[config.mk]
export PLATFORM = sky130hd
export DESIGN_NAME = stb_timers
export DESIGN_NICKNAME = d
export VERILOG_FILES = /design/src/core/stb_pkg.sv /design/src/core/stb_timers.sv
export SDC_FILE = /design/constraint.sdc
export NUM_CORES = 1
export LEC_CHECK = 0
export BUFFER_PORTS_ARGS = -buffer_cell sky130_fd_sc_hd__buf_2
export CORE_ASPECT_RATIO = 0.9
export CORE_UTILIZATION = 35
export DETAILED_ROUTE_END_ITERATION = 8
export PLACE_DENSITY = 0.53
export SETUP_SLACK_MARGIN = 0.1
export SYNTH_ARGS = -nofsm -noshare
export SYNTH_HDL_FRONTEND = slang
export SYNTH_SLANG_ARGS = --single-unit
[constraint.sdc]
create_clock -name sys_clk -period 3.96 [get_ports sys_clk]
set_input_delay 0.792 -clock sys_clk [delete_from_list [all_inputs] [get_ports sys_clk]]
set_output_delay 0.792 -clock sys_clk [all_outputs]
set_load 0.05 [all_outputs]
[src/core/stb_pkg.sv]
package stb_pkg;
    // memory-mapped offsets of the timer registers
    localparam logic [11:0] ADDR_TB_CSR = 12'h200;
    localparam logic [11:0] ADDR_TB_REF0 = 12'h204;
    localparam logic [11:0] ADDR_TB_REF1 = 12'h208;
    localparam logic [11:0] ADDR_RTC_CSR = 12'h220;
    localparam logic [11:0] ADDR_RTC_COUNT = 12'h224;
    localparam logic [11:0] ADDR_RTC_ALARM = 12'h228;

    // special-purpose register numbers of the timebase
    localparam logic [9:0] SPR_TB_LO_RD = 10'h10c;
    localparam logic [9:0] SPR_TB_HI_RD = 10'h10d;
    localparam logic [9:0] SPR_TB_LO_WR = 10'h11c;
    localparam logic [9:0] SPR_TB_HI_WR = 10'h11d;
    // down counter number, value arbitrary
    localparam logic [9:0] SPR_DOWN_COUNTER_DEFAULT = 10'h3e8;

    // extended opcodes of the two read instructions
    localparam logic [9:0] XOP_MOVE_FROM_TB = 10'h173;
    localparam logic [9:0] XOP_MOVE_FROM_SPR = 10'h153;

    // field positions, shared by both control/status registers except source select, which only the clock one has
    localparam int CSR_LVL_LSB = 8;
    localparam int CSR_FLAG0 = 7;
    localparam int CSR_FLAG1 = 6;
    localparam int CSR_SRC_SEL = 4;
    localparam int CSR_IE0 = 3;
    localparam int CSR_IE1 = 2;
    localparam int CSR_FRZ = 1;
    localparam int CSR_EN = 0;
    localparam logic [7:0] LVL_RESET = 8'h00;

    // real-time clock input rates in Hz
    localparam int RTC_HZ_SLOW = 32768;
    localparam int RTC_HZ_FAST = 38400;
    localparam logic [15:0] RTC_DIV_SLOW = 16'(RTC_HZ_SLOW - 1);
    localparam logic [15:0] RTC_DIV_FAST = 16'(RTC_HZ_FAST - 1);

    localparam int TB_TICK_DIV_DEFAULT = 4;
    localparam int TICK_CNT_W = 16;

    typedef struct packed {
        logic valid;
        logic write;
        logic [11:0] addr;
        logic [31:0] wdata;
    } stb_mmio_req_type;

    typedef struct packed {
        logic valid;
        logic write;
        logic [9:0] num;
        logic [31:0] wdata;
    } stb_spr_req_type;

    typedef struct packed {
        logic rvalid;
        logic [31:0] rdata;
    } stb_rsp_type;
endpackage : stb_pkg

[src/core/stb_timers.sv]
// How it works
// - 32-bit down counter; interrupt pulse when its top bit goes 0 to 1, once the counter has been written since reset.
// - reading the down counter returns its live count.
// - down counter untouched by reset; reset clears the timebase enable, so it stops counting.
// - 64-bit timebase counts periodically; only software loads it, upper and lower.
// - timebase register numbers: read 268/269, write 284/285.
// - wrong-direction timebase access leaves it alone and raises emulation trap.
// - decoder flags move-from-timebase by extended opcode 371, not 339.
// - two 32-bit reference registers compared against timebase low; match requests interrupt.
// - reference 0 match sets first flag, reference 1 match sets second.
// - timebase match flags clear on written 1, zero ignored, several at once.
// - timebase request asserted when a flag and its enable are both set.
// - timebase freeze with debug freeze stops timebase and down counter.
// - timebase enable gates counting of timebase and down counter.
// - timebase level field picks which request line is driven.
// - one-second flag set on every second pulse; software clears it.
// - alarm flag set when clock count equals programmed alarm.
// - source select: 0 means 32768 Hz input, 1 means 38400 Hz; reset keeps it.
// - seconds enable and seconds flag assert the clock request.
// - alarm enable and alarm flag assert the clock request.
// - clock freeze with debug freeze stops the real-time clock.
// - clock flags clear on written 1, zero ignored, readable any time.
// - clock level field picks which request line is driven.
// - clock enable gates all clock timers and survives reset; the clock stays stopped after reset until the clock CSR is written.
// - freeze input is the core's debug-mode indicator.
`timescale 1ns/1ps
module stb_timers #(
    parameter int TB_TICK_DIV = stb_pkg::TB_TICK_DIV_DEFAULT,
    parameter logic [9:0] SPR_DOWN_COUNTER = stb_pkg::SPR_DOWN_COUNTER_DEFAULT
) (
    input wire logic sys_clk,
    input wire logic rst,
    input wire logic debug_freeze,
    input wire logic rtc_clk_pin,
    input wire stb_pkg::stb_mmio_req_type mmio_req,
    output stb_pkg::stb_rsp_type mmio_rsp,
    input wire stb_pkg::stb_spr_req_type spr_req,
    output stb_pkg::stb_rsp_type spr_rsp,
    output logic spr_emul_trap,
    input wire logic [9:0] insn_xop,
    output logic insn_is_move_from_tb,
    output logic insn_is_move_from_spr,
    output logic dec_irq,
    output logic [7:0] tb_irq_level,
    output logic [7:0] rtc_irq_level
);
    import stb_pkg::*;

    initial begin
        if (TB_TICK_DIV < 1 || TB_TICK_DIV > (1 << TICK_CNT_W)) begin
            $error("TB_TICK_DIV out of range");
        end
    end

    // state cleared by reset
    typedef struct packed {
        logic [7:0] tb_lvl;
        logic m0;
        logic m1;
        logic ie0;
        logic ie1;
        logic timebase_freeze;
        logic timebase_count_enable;
        logic [7:0] rtc_lvl;
        logic sec;
        logic alarm_match_flag;
        logic tick_irq_enable;
        logic ale;
        logic rtclock_freeze;
        logic dec_loaded;
        logic rtc_cfg_loaded;
        logic [TICK_CNT_W-1:0] tick_cnt;
        logic pin_s1;
        logic pin_s2;
        logic pin_prev;
        stb_rsp_type mmio_rsp;
        stb_rsp_type spr_rsp;
        logic trap;
        logic dec_irq;
    } stb_state_type;

    // keep-alive state, never touched by reset
    typedef struct packed {
        logic [31:0] dec;
        logic [63:0] tb;
        logic [31:0] ref0;
        logic [31:0] ref1;
        logic [31:0] rtc_cnt;
        logic [31:0] rtc_alarm;
        logic src_sel;
        logic rtclock_timers_enable;
        logic [15:0] prescale;
    } stb_keep_type;

    stb_state_type st_r;
    stb_state_type st_nxt;
    stb_keep_type kp_r;
    stb_keep_type kp_nxt;

    function automatic logic [7:0] req_level(input logic [7:0] lvl, input logic req);
        req_level = req ? lvl : 8'h00;
    endfunction : req_level

    function automatic logic w1c(input logic flag, input logic set, input logic clr);
        w1c = set | (flag & ~clr);
    endfunction : w1c

    logic tb_run;
    logic rtc_run;
    logic tb_tick;
    logic rtc_edge;
    logic sec_pulse;
    logic [31:0] dec_dn;
    logic [31:0] rtc_next;
    logic match0;
    logic match1;
    logic alarm_hit;
    logic mm_wr;
    logic mm_rd;
    logic sp_wr;
    logic sp_rd;
    logic [15:0] tb_csr_rd;
    logic [15:0] rtc_csr_rd;
    logic [TICK_CNT_W-1:0] tick_last;

    assign tick_last = TICK_CNT_W'(TB_TICK_DIV - 1);
    assign mm_wr = mmio_req.valid & mmio_req.write;
    assign mm_rd = mmio_req.valid & ~mmio_req.write;
    assign sp_wr = spr_req.valid & spr_req.write;
    assign sp_rd = spr_req.valid & ~spr_req.write;

    assign tb_run = st_r.timebase_count_enable & ~(st_r.timebase_freeze & debug_freeze);
    assign tb_tick = tb_run & (st_r.tick_cnt == tick_last);
    assign dec_dn = kp_r.dec - 32'h0000_0001;
    assign match0 = (kp_r.tb[31:0] == kp_r.ref0);
    assign match1 = (kp_r.tb[31:0] == kp_r.ref1);

    assign rtc_run = st_r.rtc_cfg_loaded & kp_r.rtclock_timers_enable & ~(st_r.rtclock_freeze & debug_freeze);
    assign rtc_edge = rtc_run & st_r.pin_s2 & ~st_r.pin_prev;
    assign sec_pulse = rtc_edge & (kp_r.prescale == (kp_r.src_sel ? RTC_DIV_FAST : RTC_DIV_SLOW));
    assign rtc_next = kp_r.rtc_cnt + 32'h0000_0001;
    assign alarm_hit = sec_pulse & (rtc_next == kp_r.rtc_alarm);

    always_comb begin
        tb_csr_rd = 16'h0000;
        tb_csr_rd[CSR_LVL_LSB +: 8] = st_r.tb_lvl;
        tb_csr_rd[CSR_FLAG0] = st_r.m0;
        tb_csr_rd[CSR_FLAG1] = st_r.m1;
        tb_csr_rd[CSR_IE0] = st_r.ie0;
        tb_csr_rd[CSR_IE1] = st_r.ie1;
        tb_csr_rd[CSR_FRZ] = st_r.timebase_freeze;
        tb_csr_rd[CSR_EN] = st_r.timebase_count_enable;
        rtc_csr_rd = 16'h0000;
        rtc_csr_rd[CSR_LVL_LSB +: 8] = st_r.rtc_lvl;
        rtc_csr_rd[CSR_FLAG0] = st_r.sec;
        rtc_csr_rd[CSR_FLAG1] = st_r.alarm_match_flag;
        rtc_csr_rd[CSR_SRC_SEL] = kp_r.src_sel;
        rtc_csr_rd[CSR_IE0] = st_r.tick_irq_enable;
        rtc_csr_rd[CSR_IE1] = st_r.ale;
        rtc_csr_rd[CSR_FRZ] = st_r.rtclock_freeze;
        rtc_csr_rd[CSR_EN] = kp_r.rtclock_timers_enable;
    end

    always_comb begin
        logic tb_csr_wr;
        logic rtc_csr_wr;
        tb_csr_wr = mm_wr & (mmio_req.addr == ADDR_TB_CSR);
        rtc_csr_wr = mm_wr & (mmio_req.addr == ADDR_RTC_CSR);
        st_nxt = st_r;
        kp_nxt = kp_r;

        // timebase tick divider and pin synchroniser
        st_nxt.tick_cnt = !tb_run ? st_r.tick_cnt : (tb_tick ? '0 : st_r.tick_cnt + 1'b1);
        st_nxt.pin_s1 = rtc_clk_pin;
        st_nxt.pin_s2 = st_r.pin_s1;
        st_nxt.pin_prev = st_r.pin_s2;

        // counting
        st_nxt.dec_irq = 1'b0;
        if (tb_tick) begin
            kp_nxt.tb = kp_r.tb + 64'h0000_0000_0000_0001;
            kp_nxt.dec = dec_dn;
            st_nxt.dec_irq = st_r.dec_loaded & ~kp_r.dec[31] & dec_dn[31];
        end
        if (rtc_edge) begin
            kp_nxt.prescale = sec_pulse ? 16'h0000 : kp_r.prescale + 16'h0001;
        end
        if (sec_pulse) begin
            kp_nxt.rtc_cnt = rtc_next;
        end

        // status flags: a set in the same cycle beats a clear
        st_nxt.m0 = w1c(st_r.m0, match0, tb_csr_wr & mmio_req.wdata[CSR_FLAG0]);
        st_nxt.m1 = w1c(st_r.m1, match1, tb_csr_wr & mmio_req.wdata[CSR_FLAG1]);
        st_nxt.sec = w1c(st_r.sec, sec_pulse, rtc_csr_wr & mmio_req.wdata[CSR_FLAG0]);
        st_nxt.alarm_match_flag = w1c(st_r.alarm_match_flag, alarm_hit, rtc_csr_wr & mmio_req.wdata[CSR_FLAG1]);

        // memory-mapped writes
        if (tb_csr_wr) begin
            st_nxt.tb_lvl = mmio_req.wdata[CSR_LVL_LSB +: 8];
            st_nxt.ie0 = mmio_req.wdata[CSR_IE0];
            st_nxt.ie1 = mmio_req.wdata[CSR_IE1];
            st_nxt.timebase_freeze = mmio_req.wdata[CSR_FRZ];
            st_nxt.timebase_count_enable = mmio_req.wdata[CSR_EN];
        end else if (mm_wr && mmio_req.addr == ADDR_TB_REF0) begin
            kp_nxt.ref0 = mmio_req.wdata;
        end else if (mm_wr && mmio_req.addr == ADDR_TB_REF1) begin
            kp_nxt.ref1 = mmio_req.wdata;
        end else if (rtc_csr_wr) begin
            st_nxt.rtc_lvl = mmio_req.wdata[CSR_LVL_LSB +: 8];
            st_nxt.tick_irq_enable = mmio_req.wdata[CSR_IE0];
            st_nxt.ale = mmio_req.wdata[CSR_IE1];
            st_nxt.rtclock_freeze = mmio_req.wdata[CSR_FRZ];
            st_nxt.rtc_cfg_loaded = 1'b1;
            kp_nxt.src_sel = mmio_req.wdata[CSR_SRC_SEL];
            kp_nxt.rtclock_timers_enable = mmio_req.wdata[CSR_EN];
        end else if (mm_wr && mmio_req.addr == ADDR_RTC_COUNT) begin
            kp_nxt.rtc_cnt = mmio_req.wdata;
            // a count write restarts the second, giving the prescaler a known start
            kp_nxt.prescale = 16'h0000;
        end else if (mm_wr && mmio_req.addr == ADDR_RTC_ALARM) begin
            kp_nxt.rtc_alarm = mmio_req.wdata;
        end

        // memory-mapped reads, unmapped offsets read zero
        st_nxt.mmio_rsp.rvalid = mm_rd;
        st_nxt.mmio_rsp.rdata = 32'h0000_0000;
        if (mm_rd) begin
            if (mmio_req.addr == ADDR_TB_CSR) begin
                st_nxt.mmio_rsp.rdata = {16'h0000, tb_csr_rd};
            end else if (mmio_req.addr == ADDR_TB_REF0) begin
                st_nxt.mmio_rsp.rdata = kp_r.ref0;
            end else if (mmio_req.addr == ADDR_TB_REF1) begin
                st_nxt.mmio_rsp.rdata = kp_r.ref1;
            end else if (mmio_req.addr == ADDR_RTC_CSR) begin
                st_nxt.mmio_rsp.rdata = {16'h0000, rtc_csr_rd};
            end else if (mmio_req.addr == ADDR_RTC_COUNT) begin
                st_nxt.mmio_rsp.rdata = kp_r.rtc_cnt;
            end else if (mmio_req.addr == ADDR_RTC_ALARM) begin
                st_nxt.mmio_rsp.rdata = kp_r.rtc_alarm;
            end
        end

        // special-purpose register port; software writes override counting
        st_nxt.trap = 1'b0;
        st_nxt.spr_rsp.rvalid = sp_rd;
        st_nxt.spr_rsp.rdata = 32'h0000_0000;
        if (sp_wr) begin
            if (spr_req.num == SPR_TB_LO_WR) begin
                kp_nxt.tb[31:0] = spr_req.wdata;
            end else if (spr_req.num == SPR_TB_HI_WR) begin
                kp_nxt.tb[63:32] = spr_req.wdata;
            end else if (spr_req.num == SPR_DOWN_COUNTER) begin
                kp_nxt.dec = spr_req.wdata;
                st_nxt.dec_loaded = 1'b1;
            end else if (spr_req.num == SPR_TB_LO_RD || spr_req.num == SPR_TB_HI_RD) begin
                st_nxt.trap = 1'b1;
            end
        end else if (sp_rd) begin
            if (spr_req.num == SPR_TB_LO_RD) begin
                st_nxt.spr_rsp.rdata = kp_r.tb[31:0];
            end else if (spr_req.num == SPR_TB_HI_RD) begin
                st_nxt.spr_rsp.rdata = kp_r.tb[63:32];
            end else if (spr_req.num == SPR_DOWN_COUNTER) begin
                st_nxt.spr_rsp.rdata = kp_r.dec;
            end else if (spr_req.num == SPR_TB_LO_WR || spr_req.num == SPR_TB_HI_WR) begin
                st_nxt.trap = 1'b1;
            end
        end
    end

    always_ff @(posedge sys_clk or posedge rst) begin
        if (rst) begin
            st_r <= '0;
        end else begin
            st_r <= st_nxt;
        end
    end

    // keep-alive registers have no reset
    always_ff @(posedge sys_clk) begin
        kp_r <= kp_nxt;
    end

    assign mmio_rsp = st_r.mmio_rsp;
    assign spr_rsp = st_r.spr_rsp;
    assign spr_emul_trap = st_r.trap;
    assign dec_irq = st_r.dec_irq;
    assign insn_is_move_from_tb = (insn_xop == XOP_MOVE_FROM_TB);
    assign insn_is_move_from_spr = (insn_xop == XOP_MOVE_FROM_SPR);
    assign tb_irq_level = req_level(st_r.tb_lvl, (st_r.m0 & st_r.ie0) | (st_r.m1 & st_r.ie1));
    assign rtc_irq_level = req_level(st_r.rtc_lvl, (st_r.sec & st_r.tick_irq_enable) | (st_r.alarm_match_flag & st_r.ale));
endmodule : stb_timers

==> flow_summary.toml <==
[placed_design]
portBuffers = 189
dpl.hpwl_um = 41400
gp_congestion = 0.909
dpl.cell_count = 2552
place_area_um2 = 19000

[grt]
track_usage = 0.217
grt_pass1_vias = 13584
grt-ovfl-total = 0
grt_pass1_wl_um = 85300
antenna_found_initial = 1
grt_max_degree = 117

[yosys]
synth_seq_cells = 358
synth_area_um2 = 17800
synth.most_common_cell = "xnor2_1"
ys_seq_area_frac = 0.490
synth_edf_count = 98
yosys.area.top_type_share = 0.165
synthTopCellsByCount = "xnor2_1, nand2_1, nor2_1, dfxtp_1, dfrtp_1"
yosysWarningCount = 0
syn_inst = 1834
synth_top_area_cell = "edfxtp_1"
syn_area_per_cell_um2 = 9.72
yosys_most_used_dff = "dfxtp_1"
synthArstFlopShare = 0.324
yosysUniqueCellTypes = 70
synth_area_leaders = "edfxtp_1, dfrtp_1, dfxtp_1"
syn_nets = 1943

[worst_setup_path]
critPathKind = "flop to flop"
cp_slowest_cell = "or4_1"
cp_cell_sequence = "ha_1 > nand2_1 > nor4_1 > xnor2_1 > o221ai_1 > or4_1 > or4_1 > o21ai_0"
critPathLaunchType = "flop"
cp_common_cell = "or4_1"
crit_family = "simple AND/OR/NAND/NOR gates"
worstSetupEndpointType = "flop"
cp_max_fo = 7
max_stage_delay_ps = 530
cp.arrival_ps = 3720
crit_required_ps = 4450
crit_buf_inv = 0

[clock_tree]
cts-hold-fix-buffers = 0
ctsResizeCount = 0
cts_buffer_depth = 3
cts_setup_buffers = 0
root_buffer = "clkbuf_16"
clk_pin_slew_ps = 60
cts_tree = "yes"
cts_buffers = 41
clkSinkCount = 358
clkLatencyLatePin_ps = 580
htree_levels = 2

[die]
core_area_um2 = 50400
initial_core_util = 0.354
die_width_um = 240
io_pins = 190
chipHeight_um = 216
floorplan.die_area_um2 = 51800
rows = 78

[job]
drv_cap = 0

[detailed_routing]
dr.pass1.iters = 8
drt-initial-drc-count = 1387
routedWlPerCell_um = 21.5
vias_per_cell = 5.39
dr_total_vias = 14161
ant_nets = 0
wl_um = 56400
drc = 0

[timing]
fin_crit_sh = 0.816
final_max_slew_viol_count = 0
finalHoldViolations = 0
hold-worst-slack_ps = 316
clock_skew_ps = 25.6
slew_headroom = 0.309
tns_ps = 0
fin_crit_ps = 3230
max_freq_mhz = 309
worst_pin_slew_ps = 1010
setup_viol = 0
rsz0062_at_grt = "false"

[power]
power.leakage_nw = 7.55
power_density_nw_per_um2 = 395
ir_drop_uv = 290

[finish]
fin_cells = 2629
drive_gt1_frac = 0.178
synthToLayoutAreaGrowth_pct = 14.5
final_cell_area_um2 = 20400
regArea_um2 = 8730
fill_cells = 4997
multi_input_area_um2 = 8070
final_nets = 2024

[status]
outcome = "finished clean"

[worst_hold_path]
min_path_type = "input pin to flop"
logic make-up (layout without fill, tap and decap cells):
logic type,count (synthesis),after routing,synth area share
multiplexers,35,35,0.0215
buffers and inverters,211,325,0.0589
XOR/XNOR,252,252,0.124
adder cells (fa/ha/maj),5,5,0.00351
other,0,1,0
AND/OR/NAND/NOR,661,661,0.188
flip-flops,358,358,0.490
AO/OA/AOI/OAI,312,312,0.115
registers in the layout (all words and copies together), names as in the netlist:
| signal | count |
|---|---|
| kp_r | 242 |
| mmio_rsp | 33 |
| st_r | 33 |
| dec_irq | 1 |
| rtc_csr_rd | 13 |
| st_nxt | 2 |
| spr_rsp | 33 |
| spr_emul_trap | 1 |
final cells by class:
type | instances | share of cell area
timing repair buffer | 226 | 0.0606
tap | 680 | 0.0417
multi-input combinational | 1265 | 0.395
inverter | 23 | 0.00441
antenna | 1 | 0.000123
clock buffer | 52 | 0.0558
sequential | 358 | 0.428
clock inverter | 24 | 0.0146
power breakdown:
part / internal (mW) / switching (mW)
logic: 0.0725 / 0.141
clock network: 2.39 / 1.64
registers: 3.79 / 0.0279
total: 6.26 / 1.81
stage by stage:
step           utilization  worst slack, ps  total power, mW
2_1_floorplan            -              393             3.97
3_3_place_gp         0.377              526             4.11
3_5_place_dp         0.377              478             4.11
4_1_cts              0.405              776             8.16
5_1_grt              0.405              497             8.33
6_report             0.405              729             8.07
placed cells by master (no fill, tap or decap), drive strengths merged, types with 11 or more instances in the layout:
cell / Yosys / final
nor3: 39 / 39
nor2b: 23 / 23
inv: 23 / 24
edfxtp: 98 / 98
and4: 11 / 11
a222oi: 32 / 32
clkbuf: 115 / 52
dfxtp: 144 / 144
dfrtp: 116 / 116
mux2: 26 / 26
xnor2: 173 / 173
clkinv: 0 / 12
xor2: 79 / 79
a22oi: 76 / 76
or3: 14 / 14
a21oi: 74 / 74
and3: 36 / 36
nand4: 48 / 48
buf: 73 / 226
a31oi: 16 / 16
nor2: 164 / 164
nand2: 168 / 168
nor4: 33 / 33
o21ai: 81 / 81
nand3: 64 / 64
worst register-to-register path: stages, from the launching register on:
cell and delay (ps):
dfxtp_1 460, ha_1 340, nand2_1 180, nor4_1 500, xnor2_1 250, o221ai_1 210
or4_1 530, or4_1 440, o21ai_0 220
worst paths after layout:
kind,startpoint,to,slack (ps),cells after the start
max in group asynchronous,rst,rtc_csr_rd[9]$_DFFE_PP0P_,3010,3
min,rtc_clk_pin,st_nxt[69]$_DFF_PP0_,320,1
min reg2reg,st_nxt[69]$_DFF_PP0_,st_nxt[68]$_DFF_PP0_,350,0
max,kp_r[50]$_DFF_P_,rtc_csr_rd[6]$_DFF_PP0_,730,8
max reg2reg,kp_r[50]$_DFF_P_,rtc_csr_rd[6]$_DFF_PP0_,730,8
min in group asynchronous,rst,spr_rsp[6]$_DFF_PP0_,370,3
layer usage:
| layer | wire length (µm) | up-vias | track usage | part of all wire |
|---|---|---|---|---|
| li1 | - | 6624 | - | - |
| met1 | 24900 | 6882 | 0.303 | 0.44 |
| met2 | 26100 | 573 | 0.348 | 0.46 |
| met3 | 4030 | 82 | 0.0294 | 0.071 |
| met4 | 1370 | 0 | 0.0660 | 0.024 |
| met5 | 0 | - | 0 | 0 |
Note: power is estimated with default switching activity, not from simulation.
